<file path="config.mk">
export PLATFORM = sky130hd
export DESIGN_NAME = pch_config_header
export DESIGN_NICKNAME = d
export VERILOG_FILES = /design/src/rtl/pch_pkg.sv /design/src/rtl/pch_config_header.sv
export VERILOG_INCLUDE_DIRS = /design/src /design/src/rtl
export SDC_FILE = /design/constraint.sdc
export NUM_CORES = 1
export LEC_CHECK = 0
export BUFFER_PORTS_ARGS = -buffer_cell sky130_fd_sc_hd__buf_2
export CAP_MARGIN = 20
export CORE_AREA = 2 2 101 127
export CTS_CLUSTER_SIZE = 40
export DETAILED_ROUTE_END_ITERATION = 8
export DIE_AREA = 0 0 103 129
export HOLD_SLACK_MARGIN = 0.06
export PLACE_DENSITY = 0.64
export SLEW_MARGIN = 20
export SYNTH_ARGS = -nofsm -noshare
export SYNTH_HDL_FRONTEND = slang
export SYNTH_SLANG_ARGS = --single-unit
</file>
<file path="constraint.sdc">
create_clock -name core_clk -period 2.1 [get_ports core_clk]
set_input_delay 0.105 -clock core_clk [delete_from_list [all_inputs] [get_ports core_clk]]
set_output_delay 0.105 -clock core_clk [all_outputs]
set_load 0.02 [all_outputs]
</file>
<file path="src/rtl/pch_params.svh">
`ifndef PCH_PARAMS_SVH
`define PCH_PARAMS_SVH

// configuration offsets, byte addresses
`define PCH_OFF_CMD_STAT 8'h04
`define PCH_OFF_CLASS 8'h08
`define PCH_OFF_MEM_BASE 8'h10
`define PCH_OFF_IO_BASE 8'h14
`define PCH_OFF_ROM_BASE 8'h30
`define PCH_OFF_INT 8'h3c

// field positions
`define PCH_CMD_IO_BIT 0
`define PCH_CMD_MEM_BIT 1
`define PCH_DEVSEL_LSB 25
`define PCH_CLASS_LSB 8
`define PCH_BASE_LSB 24
`define PCH_PREFETCH_BIT 3
`define PCH_IO_BASE_LSB 10
`define PCH_INT_PIN_LSB 8

// fixed values
`define PCH_DEVSEL_FAST 2'h0
`define PCH_CLASS_CODE 24'h030000
`define PCH_INT_PIN_INTA 8'h01
`define PCH_INT_PIN_NONE 8'h00
`define PCH_BIOS_SEG_TAG 17'h00018

// reset values
`define PCH_RST_BASE8 8'h00
`define PCH_RST_IO_BASE 6'h00
`define PCH_RST_INT_LINE 8'h00

`endif

</file>
<file path="src/rtl/pch_pkg.sv">
package pch_pkg;
   typedef struct packed {
      logic s1Pci;
      logic s2Pci;
      logic s1Rel;
      logic s2Rel;
      logic s1Int;
      logic s2Int;
      logic cmdIo;
      logic cmdMem;
      logic [7:0] memBase;
      logic [5:0] ioBase;
      logic [7:0] romBase;
      logic romEn;
      logic [7:0] intLine;
      logic ack;
      logic [31:0] rdata;
      logic memHit;
      logic romHit;
      logic biosHit;
      logic [1:0] aperture;
      logic ioHit;
      logic [8:0] ioOffset;
   } pch_state_t;
endpackage

</file>
<file path="src/rtl/pch_config_header.sv">
// Function
// The target-select timing field at status bits 26:25 always reads 00 and is read-only.
// The class word bits 31:8 read the fixed class code 03/00/00 for a display controller.
// The class word bits 7:0 read a fixed revision number that software should not act on.
// Display-memory base bits 31:24 are stored and memory cycles are decoded against them.
// The basic variant claims only the first 4 Mbytes; the enhanced one all 16 as 4 apertures.
// Where supported, display-memory base bit 3 always reads one to mark prefetchable.
// Display-memory base bit 0 always reads zero to mark a memory space.
// I/O base bits 15:10 are stored and the 512-byte I/O range is decoded relative to them.
// I/O base bit 0 shows the relocation strap and gates relocated I/O decoding.
// Expansion ROM base bits 31:24 are stored and the boot ROM is mapped there.
// With the ROM enable set the boot ROM is served at C000:0 and column strobe 0 is held high.
// The interrupt line byte is read/write storage with no effect on the device.
// The interrupt pin byte reads 01 with the interrupt strap pulled down, else 00.
// All registers exist and act only while the device is strapped for PCI.
// Memory cycles are claimed only while command bit 1 is one.
// Reserved bits read zero and writes to reserved or read-only bits are ignored.
`include "pch_params.svh"

module pch_config_header #(
   parameter bit ENHANCED = 1'b0,
   parameter bit HAS_PREFETCH = 1'b1,
   parameter logic [7:0] REVISION_ID = 8'h5a // arbitrary value
) (
   input wire logic core_clk,
   input wire logic nrst,
   input wire logic pciStrap,
   input wire logic io_relocate_strap,
   input wire logic interrupt_pin_strap,
   input wire logic cfgSel,
   input wire logic cfgRead,
   input wire logic cfgWrite,
   input wire logic [7:2] cfgAddr,
   input wire logic [3:0] cfgByteEn,
   input wire logic [31:0] cfgWdata,
   output logic cfgAck,
   output logic [31:0] cfgRdata,
   input wire logic memReq,
   input wire logic [31:0] memAddr,
   output logic memHit,
   output logic [1:0] memAperture,
   output logic romHit,
   output logic biosSegHit,
   output logic memory_column_strobe_zero_force,
   input wire logic ioReq,
   input wire logic [15:0] ioAddr,
   output logic ioHit,
   output logic [8:0] ioOffset,
   output logic cfgPresent,
   output logic ioRelocEnabled,
   output logic [7:0] interruptLine
);
   import pch_pkg::*;

   if (ENHANCED && HAS_PREFETCH)
   begin : g_prefetchCheck
      $error("prefetch bit exists only on the basic variant");
   end

   pch_state_t st_r;
   pch_state_t st_nxt;

   function automatic logic [7:0] mergeByte(input logic [7:0] old, input logic [7:0] wd,
                                            input logic en);
      mergeByte = en ? wd : old;
   endfunction

   function automatic logic [31:0] readWord(input pch_state_t s, input logic [7:2] a);
      logic [31:0] w;
      w = 32'h00000000;
      if (a == `PCH_OFF_CMD_STAT >> 2)
      begin
         w[`PCH_CMD_IO_BIT] = s.cmdIo;
         w[`PCH_CMD_MEM_BIT] = s.cmdMem;
         w[`PCH_DEVSEL_LSB +: 2] = `PCH_DEVSEL_FAST;
      end
      else if (a == `PCH_OFF_CLASS >> 2)
         w = {`PCH_CLASS_CODE, REVISION_ID};
      else if (a == `PCH_OFF_MEM_BASE >> 2)
      begin
         w[`PCH_BASE_LSB +: 8] = s.memBase;
         w[`PCH_PREFETCH_BIT] = HAS_PREFETCH;
         w[0] = 1'b0;
      end
      else if (a == `PCH_OFF_IO_BASE >> 2)
      begin
         w[`PCH_IO_BASE_LSB +: 6] = s.ioBase;
         w[0] = s.s2Rel;
      end
      else if (a == `PCH_OFF_ROM_BASE >> 2)
      begin
         w[`PCH_BASE_LSB +: 8] = s.romBase;
         w[0] = s.romEn;
      end
      else if (a == `PCH_OFF_INT >> 2)
      begin
         w[7:0] = s.intLine;
         w[`PCH_INT_PIN_LSB +: 8] = s.s2Int ? `PCH_INT_PIN_INTA : `PCH_INT_PIN_NONE;
      end
      readWord = w;
   endfunction

   always_comb
   begin
      logic take;
      logic memWin;
      logic romWin;
      logic biosWin;
      take = 1'b0;
      memWin = 1'b0;
      romWin = 1'b0;
      biosWin = 1'b0;
      st_nxt = st_r;
      // straps: active when pulled down, two-stage sync
      st_nxt.s1Pci = ~pciStrap;
      st_nxt.s2Pci = st_r.s1Pci;
      st_nxt.s1Rel = ~io_relocate_strap;
      st_nxt.s2Rel = st_r.s1Rel;
      st_nxt.s1Int = ~interrupt_pin_strap;
      st_nxt.s2Int = st_r.s1Int;

      take = cfgSel && (cfgRead || cfgWrite) && st_r.s2Pci;
      st_nxt.ack = take;
      st_nxt.rdata = (take && cfgRead) ? readWord(st_r, cfgAddr) : 32'h00000000;
      if (take && cfgWrite)
      begin
         if (cfgAddr == `PCH_OFF_CMD_STAT >> 2 && cfgByteEn[0])
         begin
            st_nxt.cmdIo = cfgWdata[`PCH_CMD_IO_BIT];
            st_nxt.cmdMem = cfgWdata[`PCH_CMD_MEM_BIT];
         end
         if (cfgAddr == `PCH_OFF_MEM_BASE >> 2)
            st_nxt.memBase = mergeByte(st_r.memBase, cfgWdata[31:24], cfgByteEn[3]);
         if (cfgAddr == `PCH_OFF_IO_BASE >> 2 && cfgByteEn[1])
            st_nxt.ioBase = cfgWdata[15:10];
         if (cfgAddr == `PCH_OFF_ROM_BASE >> 2)
         begin
            st_nxt.romBase = mergeByte(st_r.romBase, cfgWdata[31:24], cfgByteEn[3]);
            if (cfgByteEn[0])
               st_nxt.romEn = cfgWdata[0];
         end
         if (cfgAddr == `PCH_OFF_INT >> 2)
            st_nxt.intLine = mergeByte(st_r.intLine, cfgWdata[7:0], cfgByteEn[0]);
      end

      memWin = memAddr[31:24] == st_r.memBase && (ENHANCED || memAddr[23:22] == 2'h0);
      romWin = st_r.romEn && memAddr[31:24] == st_r.romBase;
      biosWin = memAddr[31:15] == `PCH_BIOS_SEG_TAG;
      // memory cycles need pci strap and memory enable
      st_nxt.memHit = memReq && st_r.s2Pci && st_r.cmdMem && memWin && !romWin;
      st_nxt.romHit = memReq && st_r.s2Pci && st_r.cmdMem && st_r.romEn && romWin;
      st_nxt.biosHit = memReq && st_r.s2Pci && st_r.cmdMem && st_r.romEn && biosWin;
      st_nxt.aperture = ENHANCED ? memAddr[23:22] : 2'h0;
      st_nxt.ioHit = ioReq && st_r.s2Pci && st_r.cmdIo && st_r.s2Rel
                     && ioAddr[15:10] == st_r.ioBase && !ioAddr[9];
      st_nxt.ioOffset = ioAddr[8:0];
   end

   always_ff @(posedge core_clk or negedge nrst)
   begin
      if (!nrst)
      begin
         st_r <= '0;
         st_r.memBase <= `PCH_RST_BASE8;
         st_r.romBase <= `PCH_RST_BASE8;
         st_r.ioBase <= `PCH_RST_IO_BASE;
         st_r.intLine <= `PCH_RST_INT_LINE;
      end
      else
         st_r <= st_nxt;
   end

   assign cfgAck = st_r.ack;
   assign cfgRdata = st_r.rdata;
   assign memHit = st_r.memHit;
   assign memAperture = st_r.aperture;
   assign romHit = st_r.romHit;
   assign biosSegHit = st_r.biosHit;
   assign memory_column_strobe_zero_force = st_r.s2Pci && st_r.romEn;
   assign ioHit = st_r.ioHit;
   assign ioOffset = st_r.ioOffset;
   assign cfgPresent = st_r.s2Pci;
   assign ioRelocEnabled = st_r.s2Pci && st_r.s2Rel;
   assign interruptLine = st_r.intLine;
endmodule

</file>
==> results of run 1 <==
==> kinds of logic after synthesis <==
family	synth area share, %
DFF	53.8
muxes	11.7
buffers and inverters	12.5
AOI/OAI and AO/OA	3.22
xor gates and xnor gates	5.45
other	0.106
and+or+nand+nor	13.2
==> placed cells by master, fill, tap and decap left out, types with 3 or more instances in the layout <==
cell type,count
nand4_1,6
a31oi_1,6
and3_1,7
and2_1,9
nor2_1,13
nand2_1,14
conb_1,11
a22oi_1,6
nor4_1,4
buf_4,5
dlygate4sd3_1,39
buf_2,120
clkbuf_16,9
mux2_2,25
dfrtp_1,76
inv_1,4
mux2_4,8
xnor2_1,19
nand3_1,6
xor2_1,3
==> registers in the layout, summed over array words and instances, names as in the netlist <==
register	cells
interruptLine	8
biosSegHit	1
ioOffset	9
cfgAck	1
memHit	1
ioHit	1
romHit	1
st_r	27
cfgRdata	23
st_nxt	3
cfgPresent	1
==> layout make-up <==
| type | count | area share, % |
|---|---|---|
| Clock inverter | 5 | 1.77 |
| Timing Repair Buffer | 165 | 22.2 |
| Tap cell | 164 | 4.34 |
| Clock buffer | 11 | 5.34 |
| Sequential cell | 76 | 40.2 |
| Inverter | 4 | 0.317 |
| Multi-Input combinational cell | 157 | 25.9 |
==> layer usage <==
metal  track usage (%)  share of wire [%]  vias to the layer above
met3              3.42                6.0                       22
met2              21.7                 51                      107
met5                 0                  0                        -
met4              7.28                3.6                        0
li1                  -                  -                     1169
met1              15.1                 39                     1181
==> path summary, 6_finish.rpt <==
path,end,depth (start not counted),slack (ns)
min in group asynchronous,st_r[63]$_DFFE_PN0P_,2,0.27
max in group asynchronous,st_r[75]$_DFFE_PN0P_,3,1.25
hold / removal,biosSegHit$_DFF_PN0_,4,0.06
hold reg to reg,st_r[83]$_DFF_PN0_,0,0.36
setup reg to reg,interruptLine[6]$_DFFE_PN0P_,4,0.34
setup / recovery,interruptLine[6]$_DFFE_PN0P_,4,0.34
==> cell usage after synthesis (6+ instances only) <==
cell type  number  share of area [%]
nand2_1        14                1.5
nor2_1         13                1.4
mux2_2         25                8.0
and2_1          9                1.6
a31oi_1         6                1.1
and3_1          7                1.2
buf_4          51                 11
dfrtp_1        76                 54
nand3_1         6               0.85
mux2_4          8                3.4
nand4_1         6                1.1
a22oi_1         6                1.3
xnor2_1        19                4.7
==> power groups by stage <==
stage	registers [W]	logic (W)	clock network, W
2_1_floorplan	0.00154	0.000145	0
3_3_place_gp	0.00154	0.000259	0
3_5_place_dp	0.00155	0.000267	0
4_1_cts	0.00152	0.000323	0.00176
5_1_grt	0.00152	0.000349	0.00183
6_report	0.00152	0.000320	0.00171
==> worst min-delay path, stage by stage <==
cell and delay, ns:
buf_2 0.07, nor4b_1 0.04, nand4_1 0.08, nor2_1 0.05
==> through the flow <==
stage | instances | power [W]
global placement | 527 | 0.00180
CTS | 582 | 0.00360
floorplan | 293 | 0.00169
finish | 582 | 0.00355
global route | 582 | 0.00370
detailed placement | 527 | 0.00181
==> what timing repair did <==
action / CTS / global route
endpoints found under the setup margin: 0 / 0
hold buffers: 39 / 0
endpoints found under the hold margin: 78 / 0
==> impl_metrics.ini, run 1 <==
[setup_path]
path_delay_family = simple AND/OR/NAND/NOR gates
cp_num_buf_inv = 0
crit_fanout = 8
crit_required_ns = 2.32
slowest_delay_ns = 0.49
worstReg2RegStart = cfgPresent$_DFF_PN0_
path_class = register to register
path_cells = and3_1 -> nand2_1 -> nor3_4 -> mux2_2
cp-start-kind = register
cp.arrival_ns = 1.97
critPathSlowestCell = dfrtp_1
cp-end-kind = register
crit_start = cfgPresent$_DFF_PN0_

[timing]
setup_viol = 0
worst_slew_pin_slew_ns = 0.560
report.final.slew_viol_count = 0
fmax_mhz = 569
tns_ns = 0
fin_crit_ns = 1.76
fin_skew_ns = 0.00578
worst_slack_ns = 0.341
hold_viol_final = 0
rsz0062_at_grt = no
holdWs_ns = 0.0647
period_share_pct = 83.7
relSlewSlack_pct = 62.6

[global_routing]
grt_pass1_wl_mm = 13.0
grt-ovfl-total = 0
antenna_found_initial = 0
grt_pass1_vias = 2641
grt_use_total_pct = 13.1
grt_max_degree = 44

[power]
p_sw_w = 0.000786
seq_power_share_pct = 42.8
leakage_nw = 2.37
power.internal_w = 0.00276
clock_power_share_pct = 48.2
swShare_pct = 22.2
p_comb_share_pct = 9.0
p_per_area_mw_per_mm2 = 750
ir_drop_mv = 0.318

[cells_and_area]
multi_input_area_sq_mm = 0.00123
seq_area_sq_mm = 0.00190
drive_above_1_share_pct = 43.3
antenna_cells = 0
fin_nets = 513
fill_cells = 1193
final_util_pct = 39.3
final_area_sq_mm = 0.00473
syn_to_final_growth_pct = 34.0

[cts]
cts_root_buffer = clkbuf_16
clock-sinks = 76
cts_resized = 0
cts-buffers-inserted = 9
cts.clk_slew.worst_paths_ns = 0.06
cts_tree = yes
cts_setup_buffers = 0
cts.htree.levels = 3
clockBufferDepth = 2
insertion_delay_ns = 0.33

[place]
placed_cell_area_sq_mm = 0.00401
place.port_buffers = 121
gp_congestion = 0.821
post-place-ws_ns = 0.334
post-dp-hpwl_mm = 6.37

[floorplanning]
die_area_sq_mm = 0.0133
die_w_um = 103
initial_core_util_pct = 29.3
core_area_sq_mm = 0.0120
die_height_um = 129
std_cell_rows = 45
ioPinCount = 159

[synth]
ys_seq_area_share_pct = 53.8
ys_warn_count = 0
async_reset_ff_share_pct = 100
synthFlopType = dfrtp_1
synth_edf_count = 0
ys_ff_latch = 76
syn-mean-instance-area_sq_um = 12.5
netlist_instances = 283
synth_area_sq_mm = 0.00353
ys_types = 39

[hold_path]
hold_path_startpoint = memAddr[17]
hold_class = primary input to register

[route]
antenna_left = 0
drt_pass1_iterations = 4
drtIter0Drc = 164
drc_errors = 0
avgViaCountPerCell = 4.26
wl_mm = 8.51
vias = 2479
wl_per_cell_um = 14.6

[status]
outcome = finished clean

[flow_run]
maxCapViolCount = 0
Note: power is estimated with default switching activity, not from simulation.
==> run 2: changes to the inputs <==
- clock period: 2.1 -> 1.75 ns (I/O delays scaled with it)
==> run 2 against run 1 <==
Effect of this change:
- global-route usage up 0.48 points
- core utilization about the same
- clock power down 5%
- register-to-register slack worse by 0.23 ns
- maximum frequency up 7.5%
- count of clock-buffer cells in the layout unchanged
- cell count up 1.2%
- largest cell class unchanged
==> impl_metrics.ini, run 2 (same netlist as run 1, synthesis figures left out) <==
[hold_path]
hold_path_startpoint = memAddr[20]
hold_class = primary input to register
min_path_cells = 4

[floorplanning]
die_height_um = 129
core_area_sq_mm = 0.0120
ioPinCount = 159
die_w_um = 103
die_area_sq_mm = 0.0133
std_cell_rows = 45
initial_core_util_pct = 29.3

[setup_path]
path_class = register to register
critPathSlowestCell = dlygate4sd3_1
worstReg2RegStart = cfgPresent$_DFF_PN0_
crit_fanout = 7
slowest_delay_ns = 0.58
cp-end-kind = register
cp.arrival_ns = 1.90
worstRegToRegCells = 5
crit_required_ns = 2.02
path_cells = buf_4 -> and2_1 -> nand3_1 -> nor4_2 -> dlygate4sd3_1
cp-start-kind = register
crit_start = cfgPresent$_DFF_PN0_

[power]
p_comb_share_pct = 10.2
p_total_w = 0.00384
clock_power_share_pct = 42.4
seq_power_share_pct = 47.4
power.internal_w = 0.00296
p_sw_w = 0.000875
leakage_nw = 2.38
p_per_area_mw_per_mm2 = 812
swShare_pct = 22.8
ir_drop_mv = 0.375

[route]
drc_errors = 0
drtIter0Drc = 84
antenna_left = 0
drt_pass1_iterations = 4
wl_mm = 8.56
avgViaCountPerCell = 4.21
wl_per_cell_um = 14.5
vias = 2480

[global_routing]
grt_max_degree = 44
grt_use_total_pct = 13.5
grt_pass1_vias = 2710
grt_pass1_wl_mm = 13.5
grt-ovfl-total = 0
antenna_found_initial = 2

[cells_and_area]
mostFrequentLayoutCell = buf_2
largest_reg_flops = 27
fill_cells = 1171
largest_register = st_r
finalNonFillerCells = 589
drive_above_1_share_pct = 43.6
final_util_pct = 39.2
fin_nets = 521
syn_to_final_growth_pct = 33.8
layout_common_cells = 120 x buf_2, 76 x dfrtp_1, 41 x dlygate4sd3_1

[cts]
clockBufferDepth = 2
cts_tree = yes
cts.htree.levels = 3
insertion_delay_ns = 0.33
cts-buffers-inserted = 9
clock-sinks = 76
cts_root_buffer = clkbuf_16
cts.clk_slew.worst_paths_ns = 0.06
cts_setup_buffers = 0

[timing]
fin_crit_ns = 1.64
holdWs_ns = 0.0720
setup_viol = 0
hold_viol_final = 0
worst_slack_ns = 0.114
fmax_mhz = 611
period_share_pct = 93.5
report.final.slew_viol_count = 0
fin_skew_ns = 0.00442

[place]
gp_congestion = 0.806
post-dp-hpwl_mm = 6.42
placed_cells = 533
post-place-ws_ns = 0.155
place.port_buffers = 121

[status]
outcome = finished clean

[flow_run]
maxCapViolCount = 0
## run 2: changes by cell type in the layout (fill, tap and decap cells not counted), sizes merged
cell	before	now
dlygate4sd3	39	41
diode	0	1
buf	126	132
clkinv	1	3
bufinv	2	0
clkinvlp	2	0
## run 2: layer usage
| metal | GRT usage (%) | up-vias | part of all wire [%] |
|---|---|---|---|
| met5 | 0 | - | 0 |
| met3 | 4.29 | 22 | 5.8 |
| li1 | - | 1184 | - |
| met2 | 23.3 | 90 | 52 |
| met4 | 7.12 | 0 | 3.7 |
| met1 | 14.7 | 1184 | 38 |
## run 2: layout make-up
cell class                      instances  area (sq um)  share of cell area [%]
Antenna cell                            1          2.50                  0.0529
Clock buffer                           11           243                    5.13
Clock inverter                          3          15.0                   0.318
Inverter                                4          15.0                   0.318
Multi-Input combinational cell        157          1230                    26.1
Sequential cell                        76          1900                    40.2
Tap cell                              164           205                    4.34
Timing Repair Buffer                  173          1110                    23.6
## run 2: metrics by stage
step                      setup TNS, ns  area (sq um)
after global routing            -0.0634          4730
final                                 0          4730
after global placement                0          4050
after CTS                             0          4720
after detailed placement              0          4050
after floorplan                       0          3570
## run 2: timing repair
item / CTS / global route
hold endpoints to repair: 81 / 0
hold buffers: 41 / 0
resized for setup: 0 / 1
endpoints found under the setup margin: 0 / 1
## run 2: path summary, 6_finish.rpt
check                                             to  slack (ns)
worst max-delay path                 ioHit$_DFF_PN0_        0.11
worst min-delay path            biosSegHit$_DFF_PN0_        0.07
worst max register to register       ioHit$_DFF_PN0_        0.11
worst min register to register    st_r[81]$_DFF_PN0_        0.35
max in group asynchronous         st_r[83]$_DFF_PN0_        0.90
min in group asynchronous       st_r[77]$_DFFE_PN0P_        0.26
## run 2: worst max-delay path, delay by kind of cell (launching register included)
family / cells / cell delay, ns
buffers and inverters: 2 / 0.73
flip-flops: 1 / 0.34
AND/OR/NAND/NOR: 3 / 0.50
## run 2: power by group through the flow
stage	Sequential [W]	Clock, W	Combinational [W]
6_report	0.00182	0.00163	0.000391
5_1_grt	0.00182	0.00178	0.000431
4_1_cts	0.00182	0.00169	0.000394
3_5_place_dp	0.00185	0	0.000325
3_3_place_gp	0.00185	0	0.000317
2_1_floorplan	0.00185	0	0.000174
==> run 3: changes to the inputs <==
- CORE_AREA: 2 2 101 127 -> 2 2 81 102
- DIE_AREA: 0 0 103 129 -> 0 0 83 104
- PLACE_DENSITY: 0.64 -> default
- PLACE_DENSITY_LB_ADDON: default -> 0.12
==> run 3 against run 2 <==
Effect of this change:
- sequential share of layout area rose by 0.80 points
- sequential power barely moved
- combinational power barely moved
- clock power barely moved
- core utilization rose by 21 points
- die area fell by 35%
- critical path depth did not move
- worst setup slack got worse by 0.027 ns
- maximum frequency fell by 1.6%
- via count fell by 0.73%
- total power rose by 0.50%
==> impl_metrics.ini, run 3 (same netlist as run 1, synthesis figures left out) <==
[power]
p_per_area_mw_per_mm2 = 832
p_sw_w = 0.000844
power.internal_w = 0.00301
ir_drop_mv = 0.456
swShare_pct = 21.9
leakage_nw = 2.38
seq_power_share_pct = 47.1
p_comb_share_pct = 10.1
clock_power_share_pct = 42.8

[flow_run]
maxCapViolCount = 0

[timing]
hold_viol_final = 0
rsz0062_at_grt = no
holdWs_ns = 0.0793
worst_slew_pin_slew_ns = 0.515
period_share_pct = 95.1
worst_slack_ns = 0.0863
tns_ns = 0
fmax_mhz = 601
fin_crit_ns = 1.66
report.final.slew_viol_count = 0
setup_viol = 0
fin_skew_ns = 0.00490
relSlewSlack_pct = 65.7

[setup_path]
path_class = register to register
crit_start = cfgPresent$_DFF_PN0_
cp-start-kind = register
worstReg2RegStart = cfgPresent$_DFF_PN0_
cp.arrival_ns = 1.95
crit_fanout = 5
crit_required_ns = 2.04
cp-end-kind = register

[cts]
cts_tree = yes
cts-buffers-inserted = 9
cts_setup_buffers = 0
cts_resized = 0
cts.htree.levels = 3
clock-sinks = 76
cts.clk_slew.worst_paths_ns = 0.08
insertion_delay_ns = 0.34
cts_root_buffer = clkbuf_8
clockBufferDepth = 2

[floorplanning]
core_area_sq_mm = 0.00770
die_w_um = 83
ioPinCount = 159
initial_core_util_pct = 45.9
die_area_sq_mm = 0.00863
die_height_um = 104
std_cell_rows = 36

[cells_and_area]
layout_common_cells = 120 x buf_2, 76 x dfrtp_1, 45 x dlygate4sd3_1
fin_nets = 521
largest_reg_flops = 27
final_area_sq_mm = 0.00464
fill_cells = 678
drive_above_1_share_pct = 42.7
mostFrequentLayoutCell = buf_2
syn_to_final_growth_pct = 31.2
largest_register = st_r
antenna_cells = 0

[global_routing]
grt_pass1_wl_mm = 12.8
antenna_found_initial = 0
grt_pass1_vias = 2576
grt_max_degree = 40
grt_use_total_pct = 19.0
grt-ovfl-total = 0

[place]
post-place-ws_ns = 0.163
placed_cell_area_sq_mm = 0.00394
post-dp-hpwl_mm = 5.38
place.port_buffers = 121
gp_congestion = 0.843

[status]
outcome = finished clean

[route]
vias = 2462
antenna_left = 0
avgViaCountPerCell = 4.73
wl_mm = 7.87
drc_errors = 0
drt_pass1_iterations = 4
wl_per_cell_um = 15.1
drtIter0Drc = 97

[hold_path]
hold_path_startpoint = memReq
hold_class = primary input to register
-- run 3: area by class of cell --
class,count,area (sq um),area share [%]
inverter,4,15.0,0.324
sequential,76,1900,41.0
timing repair buffer,173,1120,24.2
multi-input combinational,157,1230,26.5
tap,95,119,2.56
clock buffer,12,155,3.35
clock inverter,4,95.1,2.05
-- run 3: power groups by stage --
stage	logic, W	clock network (W)	registers, W
after CTS	0.000392	0.00170	0.00182
final	0.000390	0.00165	0.00182
after detailed placement	0.000320	0	0.00185
after global placement	0.000314	0	0.00185
after global routing	0.000427	0.00177	0.00182
after floorplan	0.000174	0	0.00185
-- run 3: final timing paths --
path / end / slack (ns) / depth (start not counted)
max in group asynchronous: ioOffset[3]$_DFF_PN0_ / 0.90 / 3
worst min-delay path: biosSegHit$_DFF_PN0_ / 0.08 / 3
worst min register to register: cfgPresent$_DFF_PN0_ / 0.35 / 0
worst max register to register: ioHit$_DFF_PN0_ / 0.09 / 5
worst max-delay path: ioHit$_DFF_PN0_ / 0.09 / 5
min in group asynchronous: st_r[63]$_DFFE_PN0P_ / 0.25 / 2
-- run 3: per-layer routing --
metal / part of all wire [%] / vias to the layer above / track usage (%) / routed length, um
met1: 40 / 1193 / 22.2 / 3180
met3: 5.1 / 12 / 4.05 / 401
met4: 2.1 / 0 / 9.72 / 162
met2: 52 / 76 / 32.7 / 4120
met5: 0 / - / 0 / 0
li1: - / 1181 / - / -
-- run 3: repair_timing --
item,CTS,global route
endpoints found under the hold margin,86,0
hold buffers,45,0
setup endpoints to repair,0,0
-- run 3: worst max-delay path, cell delays in order, from the launching register on --
cell	delay (ns)
dfrtp_1	0.38
buf_4	0.14
and2_1	0.13
nand3_1	0.11
nor4_1	0.26
dlygate4sd3_1	0.59
-- run 3: through the flow --
stage	total power [W]	cells	utilization [%]
6_report	0.00386	521	60.2
5_1_grt	0.00402	521	60.2
4_1_cts	0.00391	521	60.2
3_5_place_dp	0.00217	460	51.1
3_3_place_gp	0.00216	460	51.1
2_1_floorplan	0.00202	293	-
